[config.mk]
export PLATFORM = sky130hd
export DESIGN_NAME = cst_skip_decoder
export DESIGN_NICKNAME = d
export VERILOG_FILES = /design/src/verilog/cst_pkg.sv /design/src/verilog/cst_skip_decoder.sv
export SDC_FILE = /design/constraint.sdc
export NUM_CORES = 1
export LEC_CHECK = 0
export ABC_AREA = 1
export BUFFER_PORTS_ARGS = -buffer_cell sky130_fd_sc_hd__buf_2
export CAP_MARGIN = 25
export CORE_MARGIN = 5
export CORE_UTILIZATION = 52
export CTS_BUF_LIST = sky130_fd_sc_hd__clkbuf_16
export CTS_CLUSTER_DIAMETER = 100
export DETAILED_ROUTE_END_ITERATION = 10
export MAX_ROUTING_LAYER = met4
export PLACE_DENSITY = 0.86
export SYNTH_ARGS = -nofsm -noshare
export SYNTH_HDL_FRONTEND = slang
export SYNTH_SLANG_ARGS = --single-unit
[constraint.sdc]
create_clock -name pclk -period 2.1 [get_ports pclk]
set_clock_uncertainty 0.1 [all_clocks]
set_input_delay 0.42 -clock pclk [delete_from_list [all_inputs] [get_ports pclk]]
set_output_delay 0.42 -clock pclk [all_outputs]
set_load 0.005 [all_outputs]
[src/verilog/cst_pkg.sv]
// Purpose: constants and types for the conditional skip test decoder
// Assumes: 10-bit instruction words, 4-bit data nibbles, APB register access
// Notes: register offsets are byte addresses of aligned 32-bit words
//
// Summary of operation
// - accumulator-versus-memory test, one word, one cycle, skips next when they match
// - external-0 request test decodes from 0000111000, one word, one cycle
// - with external-0 irq enable low, skip next when the external-0 request flag is set
// - an external-0 request test that skips clears the external-0 request flag
// - with external-0 irq enable high, the external-0 test is a no-operation
// - conversion-complete test decodes from 1010000111, one word, one cycle
// - with conversion irq enable low, skip next when the conversion done flag is set
// - a conversion-complete test that skips clears the conversion done flag
// - with conversion irq enable high, the conversion test is a no-operation
// - port C test, one word, one cycle, skips next when the port C latch is one
package cst_pkg;

	localparam logic [9:0] CST_CODE_ACC_MEM = 10'h026;
	localparam logic [9:0] CST_CODE_EXT0 = 10'h038;
	localparam logic [9:0] CST_CODE_CONV = 10'h287;
	localparam logic [9:0] CST_CODE_PORTC = 10'h289;

	localparam logic [7:0] CST_OFS_IRQ_CTRL_FIRST = 8'h00;
	localparam logic [7:0] CST_OFS_IRQ_CTRL_SECOND = 8'h04;
	localparam logic [7:0] CST_OFS_FLAGS = 8'h08;
	localparam logic [7:0] CST_OFS_INT_STATUS = 8'h0C;
	localparam logic [7:0] CST_OFS_INT_MASK = 8'h10;
	localparam logic [7:0] CST_OFS_SKIP_COUNT = 8'h14;

	localparam int CST_BIT_EXT0_EN = 0;
	localparam int CST_BIT_CONV_EN = 2;
	localparam int CST_BIT_FLAG_EXT0 = 0;
	localparam int CST_BIT_FLAG_CONV = 1;
	localparam int CST_BIT_EV_SKIP = 0;
	localparam int CST_BIT_EV_EXT0 = 1;
	localparam int CST_BIT_EV_CONV = 2;
	localparam int CST_BIT_EV_NOP = 3;

	localparam logic [3:0] CST_RST_CTRL = 4'h0;
	localparam logic [3:0] CST_RST_MASK = 4'h0;
	localparam int CST_SKIP_CNT_W = 8;

	typedef enum logic [4:0] {
		CST_OP_NONE = 5'b00001,
		CST_OP_ACC_MEM = 5'b00010,
		CST_OP_EXT0 = 5'b00100,
		CST_OP_CONV = 5'b01000,
		CST_OP_PORTC = 5'b10000
	} cst_op_t;

	typedef enum logic [6:0] {
		CST_REG_NONE = 7'b0000001,
		CST_REG_CTRL1 = 7'b0000010,
		CST_REG_CTRL2 = 7'b0000100,
		CST_REG_FLAGS = 7'b0001000,
		CST_REG_STAT = 7'b0010000,
		CST_REG_MASK = 7'b0100000,
		CST_REG_CNT = 7'b1000000
	} cst_reg_t;

endpackage

[src/verilog/cst_skip_decoder.sv]
// Purpose: decode and execute four one-cycle conditional skip tests
// Assumes: instruction, accumulator, memory nibble and event inputs come from logic on pclk
// Notes: registers reached over APB; one level interrupt from sticky event bits
//
// Implementation choices: the address map and the APB interface to the registers.
`timescale 1ns/1ps
module cst_skip_decoder #(
	parameter int CNT_W = cst_pkg::CST_SKIP_CNT_W
) (
	input wire logic pclk, // core clock
	input wire logic presetn, // asynchronous reset, active low
	input wire logic psel, // apb select
	input wire logic penable, // apb access phase
	input wire logic pwrite, // apb direction
	input wire logic [7:0] paddr, // apb byte address
	input wire logic [31:0] pwdata, // apb write data
	output logic [31:0] prdata, // apb read data
	output logic pready, // apb ready
	output logic pslverr, // apb error on unmapped address
	input wire logic instr_valid, // instruction word present this cycle
	input wire logic [9:0] instr_word, // fetched instruction word
	input wire logic [3:0] accumulator, // accumulator contents
	input wire logic [3:0] pointed_memory_nibble, // nibble at the data pointer address
	input wire logic portc_latch, // port C output latch
	input wire logic ext0_set, // external-0 request event pulse
	input wire logic conv_set, // conversion complete event pulse
	output logic skip_next, // next instruction will be skipped
	output logic instr_squash, // current instruction is being skipped
	output logic ext0_request_flag, // external-0 request flag
	output logic conversion_done_flag, // conversion completion flag
	output logic irq // interrupt, high while an unmasked status bit is set
);
	import cst_pkg::*;

	if (CNT_W < 1 || CNT_W > 32) begin : g_chk
		$error("CNT_W must lie between 1 and 32");
	end

	////////////////////////////////////////////////////////////////////////////////
	typedef struct packed {
		logic ext0_flag;
		logic conv_flag;
		logic skip_pend;
		logic [3:0] ctrl_first;
		logic [3:0] ctrl_second;
		logic [3:0] int_stat;
		logic [3:0] int_mask;
		logic [CNT_W-1:0] skip_cnt;
		logic [31:0] rdata;
	} cst_state_t;

	cst_state_t st_ff;
	cst_state_t nxt_st;

	function automatic cst_op_t decode_op(input logic [9:0] w);
		cst_op_t r;
		r = CST_OP_NONE;
		if (w == CST_CODE_ACC_MEM) r = CST_OP_ACC_MEM;
		if (w == CST_CODE_EXT0) r = CST_OP_EXT0;
		if (w == CST_CODE_CONV) r = CST_OP_CONV;
		if (w == CST_CODE_PORTC) r = CST_OP_PORTC;
		return r;
	endfunction

	function automatic cst_reg_t decode_reg(input logic [7:0] a);
		cst_reg_t r;
		r = CST_REG_NONE;
		if (a == CST_OFS_IRQ_CTRL_FIRST) r = CST_REG_CTRL1;
		if (a == CST_OFS_IRQ_CTRL_SECOND) r = CST_REG_CTRL2;
		if (a == CST_OFS_FLAGS) r = CST_REG_FLAGS;
		if (a == CST_OFS_INT_STATUS) r = CST_REG_STAT;
		if (a == CST_OFS_INT_MASK) r = CST_REG_MASK;
		if (a == CST_OFS_SKIP_COUNT) r = CST_REG_CNT;
		return r;
	endfunction

	////////////////////////////////////////////////////////////////////////////////
	cst_op_t op;
	cst_reg_t wsel;
	cst_reg_t rsel;
	logic exec;
	logic take;
	logic [3:0] ev;
	logic apb_wr;
	logic [1:0] flag_clr;

	assign op = decode_op(instr_word);
	assign wsel = decode_reg(paddr);
	// a skipped word is swallowed here so it cannot test or clear anything
	assign instr_squash = instr_valid & st_ff.skip_pend;
	assign exec = instr_valid & ~st_ff.skip_pend;
	assign apb_wr = psel & penable & pwrite;
	assign flag_clr = (apb_wr && wsel == CST_REG_FLAGS) ? pwdata[1:0] : 2'b00;

	always_comb begin
		nxt_st = st_ff;
		take = 1'b0;
		ev = 4'h0;
		rsel = decode_reg(paddr);
		if (instr_valid) begin
			nxt_st.skip_pend = 1'b0;
		end
		// only the skip state, skip count, status bits and the two flags change; carry, accumulator and memory are never driven
		if (exec) begin
			unique case (op)
				CST_OP_NONE: begin
					take = 1'b0;
				end
				CST_OP_ACC_MEM: begin
					take = (accumulator == pointed_memory_nibble);
				end
				CST_OP_EXT0: begin
					if (!st_ff.ctrl_first[CST_BIT_EXT0_EN]) begin
						take = st_ff.ext0_flag;
						if (st_ff.ext0_flag) begin
							nxt_st.ext0_flag = 1'b0;
						end
					end else begin
						ev[CST_BIT_EV_NOP] = 1'b1;
					end
				end
				CST_OP_CONV: begin
					if (!st_ff.ctrl_second[CST_BIT_CONV_EN]) begin
						take = st_ff.conv_flag;
						if (st_ff.conv_flag) begin
							nxt_st.conv_flag = 1'b0;
						end
					end else begin
						ev[CST_BIT_EV_NOP] = 1'b1;
					end
				end
				CST_OP_PORTC: begin
					take = portc_latch;
				end
			endcase
		end
		if (take) begin
			nxt_st.skip_pend = 1'b1;
			nxt_st.skip_cnt = st_ff.skip_cnt + 1'b1;
		end
		ev[CST_BIT_EV_SKIP] = take;
		ev[CST_BIT_EV_EXT0] = ext0_set;
		ev[CST_BIT_EV_CONV] = conv_set;
		// software clear first, hardware set afterwards: a same-cycle event survives
		if (flag_clr[CST_BIT_FLAG_EXT0]) begin
			nxt_st.ext0_flag = 1'b0;
		end
		if (flag_clr[CST_BIT_FLAG_CONV]) begin
			nxt_st.conv_flag = 1'b0;
		end
		if (ext0_set) begin
			nxt_st.ext0_flag = 1'b1;
		end
		if (conv_set) begin
			nxt_st.conv_flag = 1'b1;
		end
		if (apb_wr) begin
			unique case (wsel)
				CST_REG_NONE, CST_REG_FLAGS, CST_REG_CNT: begin
					nxt_st.int_stat = st_ff.int_stat;
				end
				CST_REG_CTRL1: begin
					nxt_st.ctrl_first = pwdata[3:0];
				end
				CST_REG_CTRL2: begin
					nxt_st.ctrl_second = pwdata[3:0];
				end
				CST_REG_STAT: begin
					nxt_st.int_stat = st_ff.int_stat & ~pwdata[3:0];
				end
				CST_REG_MASK: begin
					nxt_st.int_mask = pwdata[3:0];
				end
			endcase
		end
		nxt_st.int_stat = nxt_st.int_stat | ev;
		// read data is captured in the setup phase so prdata leaves a flip-flop
		if (psel && !penable && !pwrite) begin
			nxt_st.rdata = 32'h0000_0000;
			unique case (rsel)
				CST_REG_NONE: begin
					nxt_st.rdata = 32'h0000_0000;
				end
				CST_REG_CTRL1: begin
					nxt_st.rdata[3:0] = st_ff.ctrl_first;
				end
				CST_REG_CTRL2: begin
					nxt_st.rdata[3:0] = st_ff.ctrl_second;
				end
				CST_REG_FLAGS: begin
					nxt_st.rdata[1:0] = {st_ff.conv_flag, st_ff.ext0_flag};
				end
				CST_REG_STAT: begin
					nxt_st.rdata[3:0] = st_ff.int_stat;
				end
				CST_REG_MASK: begin
					nxt_st.rdata[3:0] = st_ff.int_mask;
				end
				CST_REG_CNT: begin
					nxt_st.rdata[CNT_W-1:0] = st_ff.skip_cnt;
				end
			endcase
		end
	end

	always_ff @(posedge pclk or negedge presetn) begin
		if (!presetn) begin
			st_ff <= '{ext0_flag: 1'b0, conv_flag: 1'b0, skip_pend: 1'b0,
				ctrl_first: CST_RST_CTRL, ctrl_second: CST_RST_CTRL, int_stat: 4'h0,
				int_mask: CST_RST_MASK, skip_cnt: '0, rdata: 32'h0000_0000};
		end else begin
			st_ff <= nxt_st;
		end
	end

	////////////////////////////////////////////////////////////////////////////////
	assign prdata = st_ff.rdata;
	assign pready = 1'b1;
	assign pslverr = psel & penable & (wsel == CST_REG_NONE);
	assign skip_next = st_ff.skip_pend;
	assign ext0_request_flag = st_ff.ext0_flag;
	assign conversion_done_flag = st_ff.conv_flag;
	assign irq = |(st_ff.int_stat & st_ff.int_mask);

	logic quiet_ext0;
	logic quiet_conv;
	assign quiet_ext0 = !ext0_set && !flag_clr[CST_BIT_FLAG_EXT0];
	assign quiet_conv = !conv_set && !flag_clr[CST_BIT_FLAG_CONV];
endmodule
==> impl_metrics.toml <==
[cells_and_area]
multi_input_area_um2 = 1236
final_cell_area_um2 = 2820
syn2layout_area_growth_pct = 12.36
num_antenna_cells = 0
regArea_um2 = 875.8
fillCellCount = 443
drive_gt1_frac = 0.1769
nets = 491

[logic_synthesis]
synth_simple_gate_area_frac = 0.3500
synth_warnings = 0
ys_types = 28
synth_compound_gate_area_share = 0.07926
netlist_instances = 374
synth_common_cells = "nand2_1 (111), inv_1 (57), dfrtp_1 (35), buf_4 (34), nand3_1 (34)"
synth_seq_cells = 35
synthFlopType = "dfrtp_1"
async_reset_ff_frac = 1.000
synth_top_family_by_area = "simple AND/OR/NAND/NOR gates"
synth_xor_area_frac = 0.02094
synth.most_common_cell = "nand2_1"
syn-cell-area_um2 = 2510
muxShareOfSynthArea = 0
synth.area.top_cells = "dfrtp_1 (35%), nand2_1 (17%), buf_4 (10%)"
synth_edf_count = 0
synthAdderAreaFrac = 0.004985
avgSynthCellArea_um2 = 6.711
synth_area_leader_cell = "dfrtp_1"
yosysTopAreaCellShare = 0.3490
synth-seq-area-share = 0.3490

[power_and_ir_drop]
total_leakage_power_nw = 1.634
power_switching_mw = 0.4097
p_per_area_nw_per_um2 = 571.1
clkPwrFrac = 0.438
seqPwrFrac = 0.438
pwr-share-comb = 0.125
p_int_mw = 1.201
ir_worst_vdd_uv = 331.2
swShare = 0.2544

[floorplan]
core_area_um2 = 4692
fp-row-count = 25
die_area_um2 = 6316
ios = 106
die_y_um = 79.48
initial_core_util = 0.5349
die_w_um = 79.48

[clocking]
cts_root_buffer = "clkbuf_16"
clk_pin_slew_worst_paths_ps = 60
cts_max_level = 2
cts_resized = 0
insertion_delay_ps = 280
cts_buffers = 5
ctsHoldBuffers = 0
post_cts_buffers = 0
clk_path_buf_depth = 2
cts_tree = "done"
cts.sinks = 35

[worst_setup_path]
rr_worst_depth = 6
path_cells = "buf_2 > inv_1 > nand3_1 > inv_2 > nand2_2 > inv_2 > nor4_1 > buf_2"
path_delay_family = "buffers and inverters"
worst-path-buf-inv = 5
endpoint = "pslverr"
r2r_slack_ps = 550
critPathCaptureType = "output pin"
cp.arrival_ps = 1370
cp.depth = 8
r2r_end = "skip_next$_DFFE_PN0P_"
critPathMaxFanout = 6
crit_start = "paddr[3]"
worstPathRequired_ps = 1580
start_kind = "input port"
critPathKind = "input port to output pin"
worstReg2RegStart = "conversion_done_flag$_DFFE_PN0P_"
slowest_stage = "nor4_1"
crit_path_max_incr_delay_ps = 230

[global_routing]
grtUsageTotal = 0.1884
grt_pass1_vias = 2134
antenna_found_initial = 0
grt_max_degree = 36
gr-total-overflow = 0
grt_pass1_wl_um = 9142

[drt]
drtIter0Drc = 154
wl_per_cell_um = 11.45
drc_errors = 0
drt.antenna.violating_nets = 0
first_pass_iters = 5
via_per_inst = 4.983
drt-total-wl_um = 5473
num_vias = 2382

[sta]
report.final.slew_viol_count = 0
worstMarginPinSlew_ps = 785.3
setup_viol = 0
fmax_mhz = 529.6
rsz0062_at_grt = "false"
finalWorstPathRequiredPeriod_ps = 1888
fin_setup_tns_ps = 0
slew_headroom = 0.4765
fin_crit_sh = 0.8991
finalHoldViolations = 0

[run]
drv_cap = 0

[placed_design]
numPortBuffers = 52
dpl_cell_area_um2 = 2680
dpl.hpwl_um = 4337
gp_congestion = 0.8723

[worst_hold_path]
hold_path.class = "input port to asynchronous set/reset pin"

[outcome]
status = "complete, no violations"
power groups by stage:
stage	clock network [mW]	logic [mW]	registers, mW
final	0.705	0.201	0.705
after CTS	0.715	0.201	0.705
after detailed placement	0	0.200	0.717
after global placement	0	0.194	0.716
after floorplan	0	0.158	0.714
after global routing	0.752	0.231	0.707
layer usage:
metal / GRT usage / wire length [um]
met1: 0.2336 / 2394
met2: 0.3063 / 2486
met3: 0.02822 / 483
met4: 0.08076 / 109
met5: - / 0
through the flow:
step                total power [mW]  setup slack (ps)  utilization  std cells  hold WS (ps)
finish                         1.611             211.8       0.6011        478         121.1
global route                   1.691             146.2       0.6011        478         193.4
CTS                            1.621             218.0       0.6011        478         142.3
detailed placement            0.9166             220.5       0.5712        470         363.5
global placement              0.9095             247.3       0.5712        470         356.9
floorplan                     0.8728             495.3            -        397         24.41
placed cells by master (no fill, tap or decap), types with 4 or more instances in the layout:
master,count
o21ai_0,21
inv_1,57
nor3_1,5
dfrtp_1,35
buf_2,52
nand3_1,34
conb_1,25
nand2_1,111
clkbuf_16,5
nor2_1,32
xor2_1,5
nand4_1,6
o31ai_1,4
worst min path at each step:
| stage | from | end | slack [ps] |
|---|---|---|---|
| 2_1_floorplan | presetn | conversion_done_flag$_DFFE_PN0P_ | 20 |
| 3_3_place_gp | st_ff[36]$_DFFE_PN0P_ | st_ff[36]$_DFFE_PN0P_ | 360 |
| 3_5_place_dp | st_ff[36]$_DFFE_PN0P_ | st_ff[36]$_DFFE_PN0P_ | 360 |
| 4_1_cts | presetn | prdata[0]$_DFFE_PN0P_ | 140 |
| 5_1_grt | presetn | st_ff[45]$_DFF_PN0_ | 190 |
| 6_report | presetn | prdata[0]$_DFFE_PN0P_ | 120 |
logic make-up after synthesis:
family,after synthesis
other cells,2
buf+inv,95
flops,35
simple gates,201
xor+xnor,6
fa+ha+maj,1
compound gates,34
final cells by class:
cell class / count / area share
multi-input combinational: 267 / 0.4383
sequential: 35 / 0.3106
timing repair buffer: 54 / 0.09760
inverter: 60 / 0.07986
clock buffer: 5 / 0.04437
tap: 54 / 0.02396
clock inverter: 3 / 0.005324
registers in the layout (all words and copies together) (netlist names):
| register | cells |
|---|---|
| prdata | 8 |
| ext0_request_flag | 1 |
| conversion_done_flag | 1 |
| skip_next | 1 |
| st_ff | 24 |
Note: power is estimated with default switching activity, not from simulation.
